[src/tma_map.svh]
// Address map, field positions, encodings and reset values of the timer control block.
// Assumes a byte-wide register port with a 10-bit byte address.
`ifndef TMA_MAP_SVH
`define TMA_MAP_SVH

`define TMA_NTIMERS 5
`define TMA_ADDR_W 10
`define TMA_A_START 10'h380
`define TMA_A_ONESHOT 10'h382
`define TMA_A_TRIG4 10'h383
`define TMA_A_DIR 10'h384
`define TMA_A_RELOAD 10'h386
`define TMA_A_MODE 10'h398
`define TMA_RESET_BYTE 8'h00
`define TMA_RESET_WORD 16'h0000
`define TMA_CNT_MAX 16'hFFFF
`define TMA_CNT_ZERO 16'h0000
`define TMA_DIR_LSB 0
`define TMA_QUAD_LSB 5
`define TMA_QUAD_MSB 7
`define TMA_TRIG_LSB 6
`define TMA_TRIG_MSB 7
`define TMA_MODE_LSB 0
`define TMA_MODE_MSB 1
`define TMA_DSRC_BIT 4
`define TMA_MODE_TIMER 2'h0
`define TMA_MODE_EVENT 2'h1
`define TMA_MODE_ONESHOT 2'h2
`define TMA_MODE_PWM 2'h3
`define TMA_TRIG_PIN 2'h0
`define TMA_TRIG_BAD 2'h1
`define TMA_TRIG_OVFA 2'h2
`define TMA_TRIG_OVFB 2'h3

`endif

[src/tma_pkg.sv]
// Types shared by the timer control block and its timers.
// Assumes tma_map.svh sits beside it.
`default_nettype none
package tma_pkg;
  // Control registers of the top module
  typedef struct packed {
    logic [4:0] start;
    logic [4:0] dir;
    logic [2:0] quad;
    logic [1:0] trig0;
    logic [1:0] trig4;
    logic [4:0][2:0] mode;
    logic [4:0][15:0] reload;
    logic [4:0] go;
    logic [7:0] rdata;
  } tma_ctrl_type;

  // One timer's counting state
  typedef struct packed {
    logic [15:0] count;
    logic run;
    logic out;
    logic ovf;
  } tma_core_type;

  // Three-stage pin synchroniser
  typedef struct packed {
    logic s1;
    logic s2;
    logic s3;
    logic level;
    logic rise;
  } tma_sync_type;
endpackage : tma_pkg
`default_nettype wire

[src/tma_timer_if.sv]
// Signals between the control block and one 16-bit timer.
// Assumes one instance per timer, all on the control block's clock.
`default_nettype none
interface tma_timer_if;
  logic [1:0] mode;
  logic up;
  logic en;
  logic go;
  logic evt;
  logic [15:0] reload;
  logic [15:0] count;
  logic ovf;
  logic out;

  modport ctrl (output mode, up, en, go, evt, reload, input count, ovf, out);
  modport timer (input mode, up, en, go, evt, reload, output count, ovf, out);
endinterface : tma_timer_if
`default_nettype wire

[src/tma_pin_sync.sv]
// Three-flop synchroniser for an external trigger pin, with rising-edge pulse.
// Assumes the pin is asynchronous to clk.
`default_nettype none
module tma_pin_sync
  import tma_pkg::*;
(
  input wire logic clk,
  input wire logic rst,
  input wire logic pin,
  output logic rise
);
  tma_sync_type st;
  tma_sync_type next_st;

  // A change counts only once stages two and three agree
  always_comb begin
    next_st = st;
    next_st.s1 = pin;
    next_st.s2 = st.s1;
    next_st.s3 = st.s2;
    next_st.rise = 1'b0;
    if (st.s2 == st.s3) begin
      next_st.level = st.s3;
      next_st.rise = st.s3 & ~st.level;
    end
  end

  // State register
  always_ff @(posedge clk or posedge rst) begin
    if (rst) begin
      st <= '0;
    end else begin
      st <= next_st;
    end
  end

  assign rise = st.rise;
endmodule : tma_pin_sync
`default_nettype wire

[src/tma_timer_core.sv]
// One 16-bit general-purpose timer: timer, event, one-shot and pulse modes.
// Assumes the control block supplies mode, direction, enable and event pulses.
`include "tma_map.svh"
`default_nettype none
module tma_timer_core
  import tma_pkg::*;
(
  input wire logic clk,
  input wire logic rst,
  tma_timer_if.timer bus
);
  tma_core_type st;
  tma_core_type next_st;
  logic tick;

  // Count step, reload and one-shot run control
  always_comb begin
    next_st = st;
    next_st.ovf = 1'b0;
    case (bus.mode)
      `TMA_MODE_TIMER: tick = bus.en;
      `TMA_MODE_EVENT: tick = bus.en & bus.evt;
      `TMA_MODE_ONESHOT: tick = st.run;
      `TMA_MODE_PWM: tick = bus.en;
      default: tick = 1'b0;
    endcase
    if (!bus.en) begin
      // Stopped: counter follows the reload value
      next_st.count = bus.reload;
      next_st.run = 1'b0;
    end else if (bus.mode == `TMA_MODE_ONESHOT && !st.run) begin
      if (bus.go || bus.evt) begin
        next_st.run = 1'b1;
        next_st.count = bus.reload;
      end
    end else if (tick) begin
      if (bus.up && bus.mode == `TMA_MODE_EVENT) begin
        if (st.count == `TMA_CNT_MAX) begin
          next_st.count = bus.reload;
          next_st.ovf = 1'b1;
        end else begin
          next_st.count = st.count + 16'h0001;
        end
      end else if (st.count == `TMA_CNT_ZERO) begin
        next_st.ovf = 1'b1;
        next_st.out = ~st.out;
        if (bus.mode == `TMA_MODE_ONESHOT) begin
          next_st.run = 1'b0;
        end else begin
          next_st.count = bus.reload;
        end
      end else begin
        next_st.count = st.count - 16'h0001;
      end
    end
  end

  // State register
  always_ff @(posedge clk or posedge rst) begin
    if (rst) begin
      st <= '0;
    end else begin
      st <= next_st;
    end
  end

  assign bus.count = st.count;
  assign bus.ovf = st.ovf;
  assign bus.out = st.out;
endmodule : tma_timer_core
`default_nettype wire

[src/tma_control.sv]
// Mode, direction, one-shot start and trigger selection for five 16-bit timers.
// Assumes a byte-wide register port on clk; trigger pins are asynchronous.
//
// Design decision made here: the address-and-strobe port.
`include "tma_map.svh"
`default_nettype none
//
// Operation
// - Five timers, mode from two low bits
// - Timer, event, one-shot, pulse modes supported
// - Direction register 0384, reset 00, 1=up
// - Direction bit used only when selected source
// - Bits 5-7 enable two-phase, write-only
// - One-shot register 0382, writing 1 starts timer
// - One-shot start bits always read zero
// - Timer 0 trigger: pin, invalid, T4, T1
// - Timer 4 trigger: pin, invalid, T3, T0
// - Timer mode divides source by n+1
module tma_control
  import tma_pkg::*;
(
  input wire logic clk,
  input wire logic rst,
  input wire logic [`TMA_ADDR_W-1:0] addr,
  input wire logic [7:0] wr_data,
  input wire logic wr_en,
  input wire logic rd_en,
  output logic [7:0] rd_data,
  input wire logic timer0_input_pin,
  input wire logic timer4_input_pin,
  output logic [4:0] timer_out,
  output logic [2:0] quadrature_enable
);
  tma_ctrl_type st;
  tma_ctrl_type next_st;

  logic pin0_rise;
  logic pin4_rise;
  logic [4:0][15:0] count;
  logic [4:0] ovf;
  logic [4:0] tout;
  logic [4:0] evt;
  logic [4:0] up;

  // Trigger pins cross into clk here
  tma_pin_sync u_sync0 (
    .clk(clk),
    .rst(rst),
    .pin(timer0_input_pin),
    .rise(pin0_rise)
  );

  tma_pin_sync u_sync4 (
    .clk(clk),
    .rst(rst),
    .pin(timer4_input_pin),
    .rise(pin4_rise)
  );

  // Event sources in one process, so the vector has a single driver
  always_comb begin
    evt = '0;
    // Timer 0; the invalid code yields no events
    case (st.trig0)
      `TMA_TRIG_PIN: evt[0] = pin0_rise;
      `TMA_TRIG_OVFA: evt[0] = ovf[4];
      `TMA_TRIG_OVFB: evt[0] = ovf[1];
      default: evt[0] = 1'b0;
    endcase
    // Timer 4
    case (st.trig4)
      `TMA_TRIG_PIN: evt[4] = pin4_rise;
      `TMA_TRIG_OVFA: evt[4] = ovf[3];
      `TMA_TRIG_OVFB: evt[4] = ovf[0];
      default: evt[4] = 1'b0;
    endcase
    // Middle timers count their lower neighbour's overflow
    evt[3:1] = ovf[2:0];
  end

  // Direction bit counts only when chosen as source and, for timers 2 to 4, its two-phase enable is off
  always_comb begin
    up = '0;
    for (int i = 0; i < `TMA_NTIMERS; i++) begin
      up[i] = st.dir[i] & ~st.mode[i][`TMA_DSRC_BIT-2];
    end
    up[4:2] = up[4:2] & ~st.quad;
  end

  // One identical timer per channel
  generate
    for (genvar g = 0; g < `TMA_NTIMERS; g++) begin : g_timer
      tma_timer_if tif ();

      assign tif.mode = st.mode[g][`TMA_MODE_MSB:`TMA_MODE_LSB];
      assign tif.up = up[g];
      assign tif.en = st.start[g];
      assign tif.go = st.go[g];
      assign tif.evt = evt[g];
      assign tif.reload = st.reload[g];
      assign count[g] = tif.count;
      assign ovf[g] = tif.ovf;
      assign tout[g] = tif.out;

      tma_timer_core u_core (
        .clk(clk),
        .rst(rst),
        .bus(tif.timer)
      );
    end
  endgenerate

  // Register writes and registered read data
  always_comb begin
    next_st = st;
    // Start bits keep no state: the pulse lasts one cycle
    next_st.go = '0;
    next_st.rdata = `TMA_RESET_BYTE;
    if (wr_en) begin
      case (addr)
        `TMA_A_START: begin
          next_st.start = wr_data[4:0];
        end
        `TMA_A_ONESHOT: begin
          // Zero bits have no effect; ones pulse their timer
          next_st.go = wr_data[4:0];
          next_st.trig0 = wr_data[`TMA_TRIG_MSB:`TMA_TRIG_LSB];
        end
        `TMA_A_TRIG4: begin
          next_st.trig4 = wr_data[`TMA_TRIG_MSB:`TMA_TRIG_LSB];
        end
        `TMA_A_DIR: begin
          // Whole-byte write; write-only bits cannot survive a read-back merge
          next_st.dir = wr_data[4:0];
          next_st.quad = wr_data[`TMA_QUAD_MSB:`TMA_QUAD_LSB];
        end
        default: begin
          for (int i = 0; i < `TMA_NTIMERS; i++) begin
            if (addr == `TMA_A_RELOAD + `TMA_ADDR_W'(2 * i)) begin
              next_st.reload[i][7:0] = wr_data;
            end
            if (addr == `TMA_A_RELOAD + `TMA_ADDR_W'(2 * i + 1)) begin
              next_st.reload[i][15:8] = wr_data;
            end
            if (addr == `TMA_A_MODE + `TMA_ADDR_W'(i)) begin
              next_st.mode[i] = {wr_data[`TMA_DSRC_BIT],
                                 wr_data[`TMA_MODE_MSB:`TMA_MODE_LSB]};
            end
          end
        end
      endcase
    end
    if (rd_en) begin
      case (addr)
        `TMA_A_START: begin
          next_st.rdata = {3'h0, st.start};
        end
        `TMA_A_ONESHOT: begin
          // Start bits and reserved bit always read back as zero
          next_st.rdata = {st.trig0, 6'h00};
        end
        `TMA_A_TRIG4: begin
          next_st.rdata = {st.trig4, 6'h00};
        end
        `TMA_A_DIR: begin
          // Two-phase enables are write-only and read as zero
          next_st.rdata = {3'h0, st.dir};
        end
        default: begin
          for (int i = 0; i < `TMA_NTIMERS; i++) begin
            // Live count; low and high bytes are read separately and may tear
            if (addr == `TMA_A_RELOAD + `TMA_ADDR_W'(2 * i)) begin
              next_st.rdata = count[i][7:0];
            end
            if (addr == `TMA_A_RELOAD + `TMA_ADDR_W'(2 * i + 1)) begin
              next_st.rdata = count[i][15:8];
            end
            if (addr == `TMA_A_MODE + `TMA_ADDR_W'(i)) begin
              next_st.rdata = {3'h0, st.mode[i][2], 2'h0, st.mode[i][1:0]};
            end
          end
        end
      endcase
    end
  end

  // State register; every control field is zero after reset
  always_ff @(posedge clk or posedge rst) begin
    if (rst) begin
      st <= '0;
    end else begin
      st <= next_st;
    end
  end

  // Outputs come from flip-flops
  assign rd_data = st.rdata;
  assign timer_out = tout;
  assign quadrature_enable = st.quad;
endmodule : tma_control
`default_nettype wire

[config.mk]
export PLATFORM = sky130hd
export DESIGN_NAME = tma_control
export DESIGN_NICKNAME = d
export VERILOG_FILES = /design/src/tma_pkg.sv /design/src/tma_timer_if.sv /design/src/tma_pin_sync.sv /design/src/tma_timer_core.sv /design/src/tma_control.sv
export VERILOG_INCLUDE_DIRS = /design/src
export SDC_FILE = /design/constraint.sdc
export NUM_CORES = 1
export LEC_CHECK = 0
export ABC_AREA = 1
export BUFFER_PORTS_ARGS = -buffer_cell sky130_fd_sc_hd__buf_4
export CAP_MARGIN = 20
export CORE_MARGIN = 1
export CORE_UTILIZATION = 50
export DETAILED_ROUTE_END_ITERATION = 10
export PLACE_DENSITY_LB_ADDON = 0.1
export SYNTH_ARGS = -nofsm -noshare
export SYNTH_HDL_FRONTEND = slang
export SYNTH_SLANG_ARGS = --single-unit
[constraint.sdc]
create_clock -name clk -period 7.53 [get_ports clk]
set_input_delay 0.753 -clock clk [delete_from_list [all_inputs] [get_ports clk]]
set_output_delay 0.753 -clock clk [all_outputs]
set_load 0.02 [all_outputs]
==> impl_results.md <==
- CP max-delay cell: nor2_1
- Final period util: 0.439
- Worst setup SP type: flip-flop
- DP HPWL: 34.2 mm
- CP Depth: 11
- Max-cap check violation count: 0
- Top cell type's share of synthesized area: 0.371
- Clock Skew: 25.4 ps
- I/O pin count: 40
- Drt first pass iters: 6
- RSZ-0062 raised after global routing: no
- Chip height: 178 µm
- Post-synth EDFFs: 0
- Clock root cell: clkbuf_16
- Max Clock Freq: 0.303 GHz
- Fin crit period: 3300 ps
- Bufs and invs on worst path: 4
- Outcome: finished clean
- Primary FF master, synth: dfrtp_1
- Fin cells: 2,543
- I/O Buffers: 39
- Dpl cells: 2,494
- Most common cell after layout, fill and taps aside: nand2_1
- Delay of the slowest critical-path stage: 740 ps
- Post-CTS setup buffers: 0
- Die width: 178 µm
- Routed WL: 47.9 mm
- Num Clock Sinks: 230
- Vias per inst: 5.76
- Reg clk slew, reported paths: 70 ps
- CTS tree: built
- Layout Area Growth over Synthesis: 8.59%
- All-Layer GR Usage: 0.303
- Worst slew margin: 0.306
- Initial Util: 0.507
- Synth warn: 0
- CP most frequent cell: inv_1
- Mean routed wirelength per cell: 18.8 µm
- Post_cts resized: 0
- FF-to-FF path depth: 11
- Post-synth ARST share: 1.00
- Nets: 2,182
- ANT cells: 0
- Peak VDD IR: 0.217 mV
- Drt drc: 0
- Vias in the first global route: 13,400
- Htree depth: 1
- Die area: 31,800 µm²
- Critical Path RT: 8000 ps
- Worst Setup End Kind: flip-flop
- Total power: 3.05 mW
- Tightest Pin Transition: 1040 ps
- Crit path cell chain: inv_1 > ha_1 > inv_1 > nor2_1 > nor2_1 > inv_1 > nor2_1 > inv_1 > a21oi_1 > o221ai_1 > a22oi_1
- Endpoints failing setup: 0
- GPL Wtd Cong: 0.940
- Net Count, Synth: 2,194
- Largest cells by area after synthesis: dfrtp_1 (37%), nand2_1 (11%), o21ai_0 (7.9%), inv_1 (6.3%), xor2_1 (4.6%)
- Layout cell share with drive strength beyond 1: 0.0857
- Filler cell count in the final layout: 3,007
- Routed vias: 14,700
- Mapped Cells: 2,140
- Num CTS Buffers: 27
- Kind of critical path: reg2reg
- Final setup TNS: 0 ps
- Avg Inst Size Synth: 7.25 µm²
- Most frequent cells in the layout: nand2_1 (470), inv_1 (259), o21ai_0 (246), dfrtp_1 (230), nor2_1 (166)
- PD cells: 181 nW/µm²
- Seq/Total Area, Yosys: 0.371
- WP data arrival: 3770 ps
- Grt ovf: 0
- Initial antenna violation count: 2
- Core area: 30,600 µm²
- Worst hold path class: in2async
- First-pass GRT wire length: 75.0 mm
- Clk buf depth: 3
- FF+latch count, synth: 230
- LEAKAGE: 7.83 nW
- Site Rows: 64
- Clk Latency, worst-skew pair: 550 ps
- Post-Syn Area: 15,500 µm²
- Slew Limit Fails: 0
- DR iter-0 viols: 1,511
- CP Max Fanout: 13
- Cell variety after synth: 54
- Dominant cell type by area after synthesis: dfrtp_1
- Hold bufs inserted after CTS: 0
- Family with the most delay on the worst path: simple AND/OR/NAND/NOR gates
- Hold Vio Cnt, Final: 0
- Largest net degree at the start of global routing: 87
- ANT nets after route: 0
-- path summary, 6_finish.rpt --
kind	from	endpoint	slack, ps
setup / recovery	g_timer[1].tif.mode[0]	g_timer[1].u_core.bus.count[6]	4230
hold / removal	rst	g_timer[1].u_core.bus.count[9]	290
setup reg to reg	g_timer[1].tif.mode[0]	g_timer[1].u_core.bus.count[6]	4230
hold reg to reg	u_sync4.next_st[3]	u_sync4.next_st[2]	350
max in group asynchronous	rst	g_timer[3].u_core.st[2]	5850
min in group clk	timer4_input_pin	u_sync4.next_st[3]	300
-- metal layers --
layer  vias up  global-route usage  share of wire
li1       7080                   -              -
met1      6985               0.443           0.46
met2       505               0.473           0.45
met3        84              0.0281          0.066
met4         2              0.0939          0.030
met5         -                   0        0.00025
-- sequential cells by signal, summed over array words and instances (netlist names) --
name	count
g_timer.u_core.st	5
st	14
u_sync4.rise	1
quadrature_enable	3
g_timer.tif.mode	10
g_timer.u_core.bus.ovf	5
u_sync4.next_st	2
g_timer.tif.en	5
g_timer.tif.go	5
u_sync0.rise	1
u_sync0.next_st	2
g_timer.u_core.bus.count	80
g_timer.tif.reload	80
u_sync0.st	2
g_timer.u_core.bus.out	5
u_sync4.st	2
rd_data	8
-- cell type report --
cell class                 count  area [µm²]  share of cell area
timing repair buffer          47         373              0.0221
multi-input combinational   1544        8240               0.489
tap                          396         495              0.0294
sequential                   230        5760               0.341
clock inverter                15         195              0.0116
inverter                     278        1050              0.0624
clock buffer                  33         738              0.0438
-- synth_stat cells, drive strengths merged, types with 16 or more instances --
library cell,instances
a22oi,34
o211ai,40
ha,30
buf,51
nand3,109
o2111ai,16
nand4,29
xor2,82
nor2,190
a21oi,128
dfrtp,230
nor3,38
o221ai,16
clkbuf,37
o21ai,273
o22ai,17
nand2,493
inv,275
-- worst reg2reg max path: cells and delay by family, from the launching register on --
kind	cells	cell delay [ps]
compound gates	3	520
simple gates	3	1190
flops	1	410
buf+inv	4	880
fa+ha+maj	1	220
-- report_power, final --
group          switching, mW  internal [mW]  leakage (nW)
Clock                  0.555          0.834         0.458
Combinational          0.270          0.102          4.18
Sequential            0.0276           1.26          3.19
-- cells by family after synthesis --
kind of cell / count (synthesis) / share of synthesized area
AO/OA/AOI/OAI: 545 / 0.202
flip-flops: 230 / 0.371
adder cells (fa/ha/maj): 32 / 0.0255
AND/OR/NAND/NOR: 876 / 0.252
buffers and inverters: 366 / 0.0980
XOR/XNOR: 91 / 0.0514
-- metrics by stage --
| stage | worst slack, ps | area (µm²) | hold slack [ps] | util |
|---|---|---|---|---|
| 3_5_place_dp | 4360 | 15900 | 338 | 0.520 |
| 2_1_floorplan | 472 | 15500 | 331 | - |
| 5_1_grt | 4030 | 16900 | 287 | 0.551 |
| 4_1_cts | 4350 | 16800 | 293 | 0.550 |
| 3_3_place_gp | 4400 | 15900 | 346 | 0.520 |
| 6_report | 4230 | 16900 | 290 | 0.551 |
(Power assumes the default switching activity.)
